<file path="config.mk">
export PLATFORM = sky130hd
export DESIGN_NAME = sdspi_slave
export DESIGN_NICKNAME = d
export VERILOG_FILES = /design/src/design/sdspi_pkg.sv /design/src/design/sdspi_in_if.sv /design/src/design/sdspi_in_filt.sv /design/src/design/sdspi_slave.sv
export SDC_FILE = /design/constraint.sdc
export NUM_CORES = 1
export LEC_CHECK = 0
export ABC_AREA = 1
export BUFFER_PORTS_ARGS = -buffer_cell sky130_fd_sc_hd__buf_2
export CORE_ASPECT_RATIO = 1.1
export CORE_UTILIZATION = 54
export CTS_CLUSTER_SIZE = 8
export DETAILED_ROUTE_END_ITERATION = 8
export PLACE_DENSITY = 0.79
export SYNTH_ARGS = -nofsm -noshare
export SYNTH_HDL_FRONTEND = slang
export SYNTH_HIERARCHICAL = 1
export SYNTH_SLANG_ARGS = --single-unit
</file>
<file path="constraint.sdc">
create_clock -name i_core_clk -period 1.85 [get_ports i_core_clk]
set_input_delay 0.185 -clock i_core_clk [delete_from_list [all_inputs] [get_ports i_core_clk]]
set_output_delay 0.185 -clock i_core_clk [all_outputs]
set_load 0.01 [all_outputs]
</file>
<file path="src/design/sdspi_pkg.sv">
// constants and types shared by the serial slave port of the motor driver
package sdspi_pkg;
   // core clock period and glitch filter figure
   localparam int unsigned CLK_PERIOD_NS = 100;
   localparam int unsigned FILT_NS = 20;
   // least filter time rounds up to whole cycles, never below one
   localparam int unsigned FILT_CYC_I = (FILT_NS + CLK_PERIOD_NS - 1) / CLK_PERIOD_NS;
   localparam logic [1:0] FILT_CYC = (FILT_CYC_I < 1) ? 2'h1 : 2'(FILT_CYC_I);
   // command word layout
   localparam int unsigned WORD_W = 20;
   localparam int unsigned ADDR_HI = 19;
   localparam int unsigned ADDR_MID = 18;
   localparam int unsigned ADDR_LO = 17;
   localparam int unsigned RSEL_HI = 5;
   localparam int unsigned RSEL_LO = 4;
   localparam logic [4:0] BITS_FULL = 5'h14;
   // input pin index inside the filter bundle
   localparam int unsigned IN_SCK = 0;
   localparam int unsigned IN_SDI = 1;
   localparam int unsigned IN_CSN = 2;
   localparam int unsigned IN_DIS = 3;
   localparam int unsigned IN_N = 4;
   // idle levels of the pins: clock high, select high, data low
   localparam logic [3:0] PIN_RST = 4'h5;
   // reset values
   localparam logic [1:0] RSEL_RST = 2'h0;
   localparam logic [19:0] WORD_RST = 20'h00000;
   localparam logic [4:0] CNT_RST = 5'h00;
   // response select codes and fixed marker bits
   localparam logic [1:0] RSEL_MSTEP = 2'h0;
   localparam logic [1:0] RSEL_LOAD = 2'h1;
   localparam logic [1:0] RSEL_LOAD_SCALE = 2'h2;
   localparam logic [1:0] RSEL_PROT = 2'h3;
   localparam logic [1:0] MARK_DATA = 2'h0;
   localparam logic [1:0] MARK_PROT = 2'h3;
   // register that a command word writes
   typedef enum logic [2:0] {
      TGT_DRV_CTRL,
      TGT_CHOP_CFG,
      TGT_ENERGY_CFG,
      TGT_STALL_CFG,
      TGT_DRV_CFG
   } sdspi_target_e;
   // link state
   typedef enum logic {
      ST_IDLE,
      ST_SHIFT
   } sdspi_state_e;
endpackage

</file>
<file path="src/design/sdspi_in_if.sv">
// bundle of raw and filtered serial pins between the port and its filter
`timescale 1ns/1ps
interface sdspi_in_if;
   import sdspi_pkg::*;
   logic [IN_N-1:0] raw;   // pin levels as they arrive
   logic [IN_N-1:0] clean; // synchronised and glitch filtered levels
   modport filt (input raw, output clean);
   modport core (output raw, input clean);
endinterface

</file>
<file path="src/design/sdspi_in_filt.sv">
// two-flop synchroniser and short pulse filter for each serial input
`timescale 1ns/1ps
module sdspi_in_filt
   import sdspi_pkg::*;
(
   // clock and reset
   input wire logic i_core_clk,
   input wire logic i_nrst,
   // pin bundle
   sdspi_in_if.filt pins
);
   genvar g;
   generate
      for (g = 0; g < IN_N; g++) begin : g_bit
         logic m_q;       // first synchroniser stage
         logic s_q;       // second synchroniser stage
         logic out_q;     // accepted level
         logic [1:0] cnt_q; // samples the new level has held

         // synchroniser, first stage read only by the second
         always_ff @(posedge i_core_clk or negedge i_nrst) begin
            if (!i_nrst) begin
               m_q <= PIN_RST[g];
               s_q <= PIN_RST[g];
            end else begin
               m_q <= pins.raw[g];
               s_q <= m_q;
            end
         end

         always_ff @(posedge i_core_clk or negedge i_nrst) begin
            if (!i_nrst) begin
               out_q <= PIN_RST[g];
               cnt_q <= 2'h0;
            end else if (s_q == out_q) begin
               // level agrees, restart the count
               cnt_q <= 2'h0;
            end else if (cnt_q == FILT_CYC) begin
               // new level held long enough
               out_q <= s_q;
               cnt_q <= 2'h0;
            end else begin
               cnt_q <= cnt_q + 2'h1;
            end
         end

         assign pins.clean[g] = out_q;

      end
   endgenerate
endmodule

</file>
<file path="src/design/sdspi_slave.sv">
// serial slave port of the motor driver: shift, latch, decode, respond
`timescale 1ns/1ps
module sdspi_slave
   import sdspi_pkg::*;
(
   // clock and reset
   input wire logic i_core_clk,
   input wire logic i_nrst,
   // serial bus pins
   input wire logic i_sck,
   input wire logic i_sdi,
   input wire logic i_chip_select_low_n,
   output logic o_sdo,
   output logic o_sdo_oe,
   // driver disable pin and its filtered level
   input wire logic i_driver_disable_input,
   output logic o_driver_disable,
   // status sources
   input wire logic [9:0] i_stat_mstep,
   input wire logic [9:0] i_stat_load,
   input wire logic [4:0] i_stat_scale,
   input wire logic [8:0] i_stat_prot,
   input wire logic [7:0] i_stat_flags,
   // command output
   output logic o_cmd_strobe,
   output logic [19:0] o_cmd_word,
   output sdspi_target_e o_cmd_target,
   output logic [1:0] o_response_format_select
);
   // pin bundle and filter
   sdspi_in_if pins ();
   logic sck_f;       // filtered bus clock
   logic sdi_f;       // filtered serial input
   logic csn_f;       // filtered select, low active
   logic sck_prev_q;  // bus clock one cycle ago
   logic csn_prev_q;  // select one cycle ago
   logic sck_rise;    // rising bus clock seen
   logic sck_fall;    // falling bus clock seen
   logic csn_fall;    // select asserted
   logic csn_rise;    // select released
   sdspi_state_e state_q; // link state
   logic [19:0] shift_q;  // twenty-stage shift register
   logic [4:0] cnt_q;     // bits taken, saturates at twenty
   logic sdo_q;           // serial output level
   logic [19:0] resp_word; // status word to return
   sdspi_target_e tgt_d;   // decoded target of the shift word
   logic [1:0] rsel_q;     // response format select

   // route the pins into the filter
   assign pins.raw[IN_SCK] = i_sck;
   assign pins.raw[IN_SDI] = i_sdi;
   assign pins.raw[IN_CSN] = i_chip_select_low_n;
   assign pins.raw[IN_DIS] = i_driver_disable_input;

   sdspi_in_filt u_filt (
      .i_core_clk (i_core_clk),
      .i_nrst     (i_nrst),
      .pins       (pins.filt)
   );

   assign sck_f = pins.clean[IN_SCK];
   assign sdi_f = pins.clean[IN_SDI];
   assign csn_f = pins.clean[IN_CSN];
   assign o_driver_disable = pins.clean[IN_DIS];

   // previous levels for edge finding
   // clock idles high
   always_ff @(posedge i_core_clk or negedge i_nrst) begin
      if (!i_nrst) begin
         sck_prev_q <= PIN_RST[IN_SCK];
         csn_prev_q <= PIN_RST[IN_CSN];
      end else begin
         sck_prev_q <= sck_f;
         csn_prev_q <= csn_f;
      end
   end

   // edge pulses of the filtered signals
   assign sck_rise = sck_f & ~sck_prev_q;
   assign sck_fall = ~sck_f & sck_prev_q;
   assign csn_fall = ~csn_f & csn_prev_q;
   assign csn_rise = csn_f & ~csn_prev_q;

   always_ff @(posedge i_core_clk or negedge i_nrst) begin
      if (!i_nrst) begin
         state_q <= ST_IDLE;
      end else begin
         unique case (state_q)
            ST_IDLE: begin
               // select asserted opens a transaction
               if (csn_fall) begin
                  state_q <= ST_SHIFT;
               end
            end
            ST_SHIFT: begin
               // select released closes it
               if (csn_rise) begin
                  state_q <= ST_IDLE;
               end
            end
         endcase
      end
   end

   always_comb begin
      unique case (rsel_q)
         RSEL_MSTEP: resp_word = {i_stat_mstep, MARK_DATA, i_stat_flags};
         RSEL_LOAD: resp_word = {i_stat_load, MARK_DATA, i_stat_flags};
         RSEL_LOAD_SCALE: resp_word = {i_stat_load[9:5], i_stat_scale, MARK_DATA,
                                       i_stat_flags};
         RSEL_PROT: resp_word = {i_stat_prot[8], o_driver_disable, i_stat_prot[7:0],
                                 MARK_PROT, i_stat_flags};
      endcase
   end

   // shift register: load status, then shift msb first
   always_ff @(posedge i_core_clk or negedge i_nrst) begin
      if (!i_nrst) begin
         shift_q <= WORD_RST;
      end else if (state_q == ST_IDLE) begin
         if (csn_fall) begin
            shift_q <= resp_word;
         end
      end else if (sck_rise) begin
         shift_q <= {shift_q[WORD_W-2:0], sdi_f};
      end
   end

   // bits taken in this transaction
   always_ff @(posedge i_core_clk or negedge i_nrst) begin
      if (!i_nrst) begin
         cnt_q <= CNT_RST;
      end else if (csn_fall) begin
         // new transaction starts from zero
         cnt_q <= CNT_RST;
      end else if (state_q == ST_SHIFT && sck_rise && cnt_q != BITS_FULL) begin
         cnt_q <= cnt_q + 5'h01;
      end
   end

   // serial output level
   always_ff @(posedge i_core_clk or negedge i_nrst) begin
      if (!i_nrst) begin
         sdo_q <= 1'b0;
      end else if (state_q == ST_IDLE) begin
         // first status bit on select fall
         if (csn_fall) begin
            sdo_q <= resp_word[WORD_W-1];
         end
      end else if (sck_fall) begin
         sdo_q <= shift_q[WORD_W-1];
      end
   end

   assign o_sdo = sdo_q;
   // output driven only while selected
   assign o_sdo_oe = (state_q == ST_SHIFT);

   always_comb begin
      tgt_d = TGT_DRV_CTRL;
      if (shift_q[ADDR_HI]) begin
         unique case ({shift_q[ADDR_MID], shift_q[ADDR_LO]})
            2'h0: tgt_d = TGT_CHOP_CFG;
            2'h1: tgt_d = TGT_ENERGY_CFG;
            2'h2: tgt_d = TGT_STALL_CFG;
            2'h3: tgt_d = TGT_DRV_CFG;
         endcase
      end
   end

   // command latch on select release
   always_ff @(posedge i_core_clk or negedge i_nrst) begin
      if (!i_nrst) begin
         o_cmd_strobe <= 1'b0;
         o_cmd_word <= WORD_RST;
         o_cmd_target <= TGT_DRV_CTRL;
      end else if (state_q == ST_SHIFT && csn_rise && cnt_q == BITS_FULL) begin
         // whole words only reach the core
         o_cmd_strobe <= 1'b1;
         o_cmd_word <= shift_q;
         o_cmd_target <= tgt_d;
      end else begin
         o_cmd_strobe <= 1'b0;
      end
   end

   // format select lives in the driver configuration word
   always_ff @(posedge i_core_clk or negedge i_nrst) begin
      if (!i_nrst) begin
         rsel_q <= RSEL_RST;
      end else if (o_cmd_strobe && o_cmd_target == TGT_DRV_CFG) begin
         rsel_q <= o_cmd_word[RSEL_HI:RSEL_LO];
      end
   end

   assign o_response_format_select = rsel_q;
endmodule

</file>
==> metrics.md <==
| Metric | Value |
|---|---|
| CTS clk-pin slew, worst paths | ~0.080 ns |
| Pint | around 3.5 mW |
| DRC violations left | 0 |
| Met2 Usage GRT | 0.415 |
| Buf/Inv on CP | 2 |
| Layer with the highest usage | met2 |
| Synth cell types | 31 |
| Port bufs | 76 |
| Initial antenna violation count | 0 |
| Share of cells above drive strength 1 | 0.231 |
| H-tree levels | 3 |
| Crit Path Class | flip-flop to flip-flop |
| Leakage power figure | approximately 2.3 nW |
| CP peak stage delay | about 0.52 ns |
| Root Buffer | clkbuf_8 |
| R2R setup slack | 0.26 ns |
| FMAX | approximately 630 MHz |
| Met3 usage | 0.0639 |
| Largest net degree at the start of global routing | 49 |
| Area contributors post-synth | dfrtp_1 47%, nand2_1 15%, dfstp_2 5.9% |
| Synth Flop Type | dfrtp_1 |
| WHS | approximately 0.08 ns |
| Clk Latency, worst-skew pair | around 0.35 ns |
| GRT met1 Usage | 0.290 |
| CTS Buffer Depth | 2 |
| Crit path max fanout | 24 |
| Area Growth Syn to Fin | 19.7% |
| Final Wtd Congestion | about 0.8 |
| CP startpoint kind | flip-flop |
| Drt wl/cell | between 10 and 15 µm |
| Synth top cells by count | 138 x nand2_1, 67 x dfrtp_1, 52 x inv_1, 35 x nor2_1, 34 x nand3_1 |
| Hold path depth | 3 |
| Comb power frac | 0.299 |
| Final setup fails | 0 |
| Slew margin rel. | 0.727 |
| # clock sinks | between 70 and 80 |
| Slew Limit Fails | 0 |
| P_sw | 1.93 mW |
| Vias per inst | 5.01 |
| Status | complete, no violations |
| Hold path endpoint | shift_q[3] |
| Largest area contributor in the netlist | dfrtp_1 |
| Fin nets | ~560 |
| Global-route wire length before repair | 12.6 mm |
| Maxcap violations | 0 |
| Avg Cell Area, Syn | 8.28 µm² |
| Switching Share | 0.357 |
| Final setup TNS | 0 ns |
| Via count | ~3000 |
| YS warnings | 6 |
| Gr usage total | 0.241 |
| Clk_skew | around 0.012 ns |
| RSZ-0062 raised after global routing | no |
| Num CTS Buffers | 9 |
| Critical path, cell by cell | inv_1 -> nor2_1 -> nand2_2 -> nand2_4 -> inv_2 -> nor2_1 -> nand2_1 -> nand2_1 |
| Post-CTS Setup Repair Bufs | 0 |
| Core area | around 6300 µm² |
| Ant diodes | 0 |
| Seq/Total Area, Yosys | 0.530 |
| Reg-to-reg critical path startpoint | csn_prev_q |
| Sequential power share | 0.431 |
| Number of enable flip-flop cells after synthesis | 0 |
| #FFs+latches synth | 75 |
| Crit path max-delay family | simple AND/OR/NAND/NOR gates |
| Clk pwr share | 0.270 |
| Reg2reg end | shift_q[18] |
| CTS tree | done |
| Antenna Nets Post-Route | 0 |
| R2r worst-path depth | 8 |
| Crit-path slowest cell | dfstp_2 |
| DRT Pass-1 Iters | 4 |
| # rows | 30 |
| Ys async rst share | 1.00 |
| Top-count cell post-synth | nand2_1 |
| Die ar. | 6920 µm² |
| Worst-Margin Slew | around 0.41 ns |
| CP endpoint kind | flip-flop |
| # IOs | 77 |
| Post-DP HPWL | about 5.2 mm |
| Die H | 87.1 µm |
| WL final | between 7 and 8 mm |
| Crit share post-route | 0.857 |
| Top cell type's share of synthesized area | 0.471 |
| Min Clock Period, post-route | about 1.6 ns |
| Final hold violations | 0 |
| HP Class | input port to flip-flop |
| GRT Residual Overflow | 0 |
| Fillers | 517 |
| Die width | around 79 µm |
| Detailed Route Iter0 Violations | 246 |
| Hold path start | i_stat_flags[3] |
| Worst EP required | 2.13 ns |
| Starting Density | 0.568 |
| Vias in the first global route | approximately 2900 |
| Critical Path AT | approximately 1.9 ns |
| Power Total | 5.41 mW |
| Post-Syn Area | around 3600 µm² |
| Worst vdd ir | roughly 0.79 mV |
| Pwr/cell area | 1270 nW/µm² |
| Synth Instances | 430 |
| Net count after synthesis | approximately 480 |
-- logic make-up after synthesis --
kind of cell,after synthesis,synth area share
AND/OR/NAND/NOR,222,0.268
flip-flops,75,0.530
buffers and inverters,72,0.0921
AO/OA/AOI/OAI,53,0.0847
adder cells (fa/ha/maj),5,0.0176
XOR/XNOR,3,0.00739
-- layout by cell type (no fill, tap or decap), types with 4 or more instances in the layout --
cell	count
a21oi_1	9
buf_2	75
buf_4	5
clkbuf_8	12
dfrtp_1	67
dfstp_2	8
dlygate4sd3_1	5
ha_1	5
inv_1	52
nand2_1	138
nand3_1	34
nor2_1	35
o211ai_1	8
o21ai_0	25
o21ai_1	6
or2_0	4
-- how the worst max path moves through the flow --
stage,from,end,depth (start not counted)
2_1_floorplan,cnt_q[0],o_cmd_word[19],9
3_3_place_gp,cnt_q[0],o_cmd_word[0],8
3_5_place_dp,cnt_q[0],o_cmd_word[0],8
4_1_cts,csn_prev_q,shift_q[18],8
5_1_grt,csn_prev_q,shift_q[14],8
6_report,csn_prev_q,shift_q[18],8
-- flip-flops by register name, summed over array words and instances (netlist names), 2 cells and up --
name                      cells
o_cmd_target                  3
o_cmd_word                   20
u_filt/g_bit.out_q            4
u_filt/g_bit.cnt_q            8
shift_q                      20
o_response_format_select      2
u_filt/g_bit.m_q              4
cnt_q                         5
u_filt/g_bit.s_q              4
-- worst reg2reg max path: stages, from the launching register on --
cell and delay (ns):
dfstp_2 0.52, inv_1 0.04, nor2_1 0.19, nand2_2 0.14, nand2_4 0.22, inv_2 0.17, nor2_1 0.12, nand2_1 0.06
nand2_1 0.06
-- layer usage --
metal / vias to the layer above / routed length (µm)
met5: - / 0
met4: 0 / 148
met3: 16 / 396
met2: 82 / 3620
met1: 1391 / 3180
li1: 1493 / -
-- layout make-up --
cell class	count	area, µm²	area share
Sequential cell	75	1890	0.443
Multi-Input combinational cell	283	1340	0.316
Timing Repair Buffer	86	483	0.113
Inverter	55	206	0.0485
Clock buffer	13	169	0.0397
Tap cell	80	100	0.0235
Clock inverter	3	68.8	0.0162
-- power groups by stage --
stage | combinational [mW] | clock, mW | sequential (mW)
floorplan | 1.35 | 0 | 2.27
global placement | 1.52 | 0 | 2.35
detailed placement | 1.61 | 0 | 2.36
CTS | 1.63 | 1.48 | 2.33
global route | 1.88 | 1.55 | 2.39
finish | 1.62 | 1.46 | 2.34
-- repair_timing --
item	in CTS	in global routing
hold buffers	5	0
hold endpoints to repair	23	0
gates resized for setup	0	0
-- through the flow --
| stage | worst slack, ns | instances | cell area, µm² | util |
|---|---|---|---|---|
| floorplan | 0.462 | 430 | 3560 | - |
| global placement | 0.348 | 574 | 3970 | 0.633 |
| detailed placement | 0.290 | 574 | 3970 | 0.633 |
| CTS | 0.274 | 595 | 4260 | 0.679 |
| global route | 0.0759 | 595 | 4260 | 0.679 |
| finish | 0.264 | 595 | 4260 | 0.679 |
(Power assumes the default switching activity.)
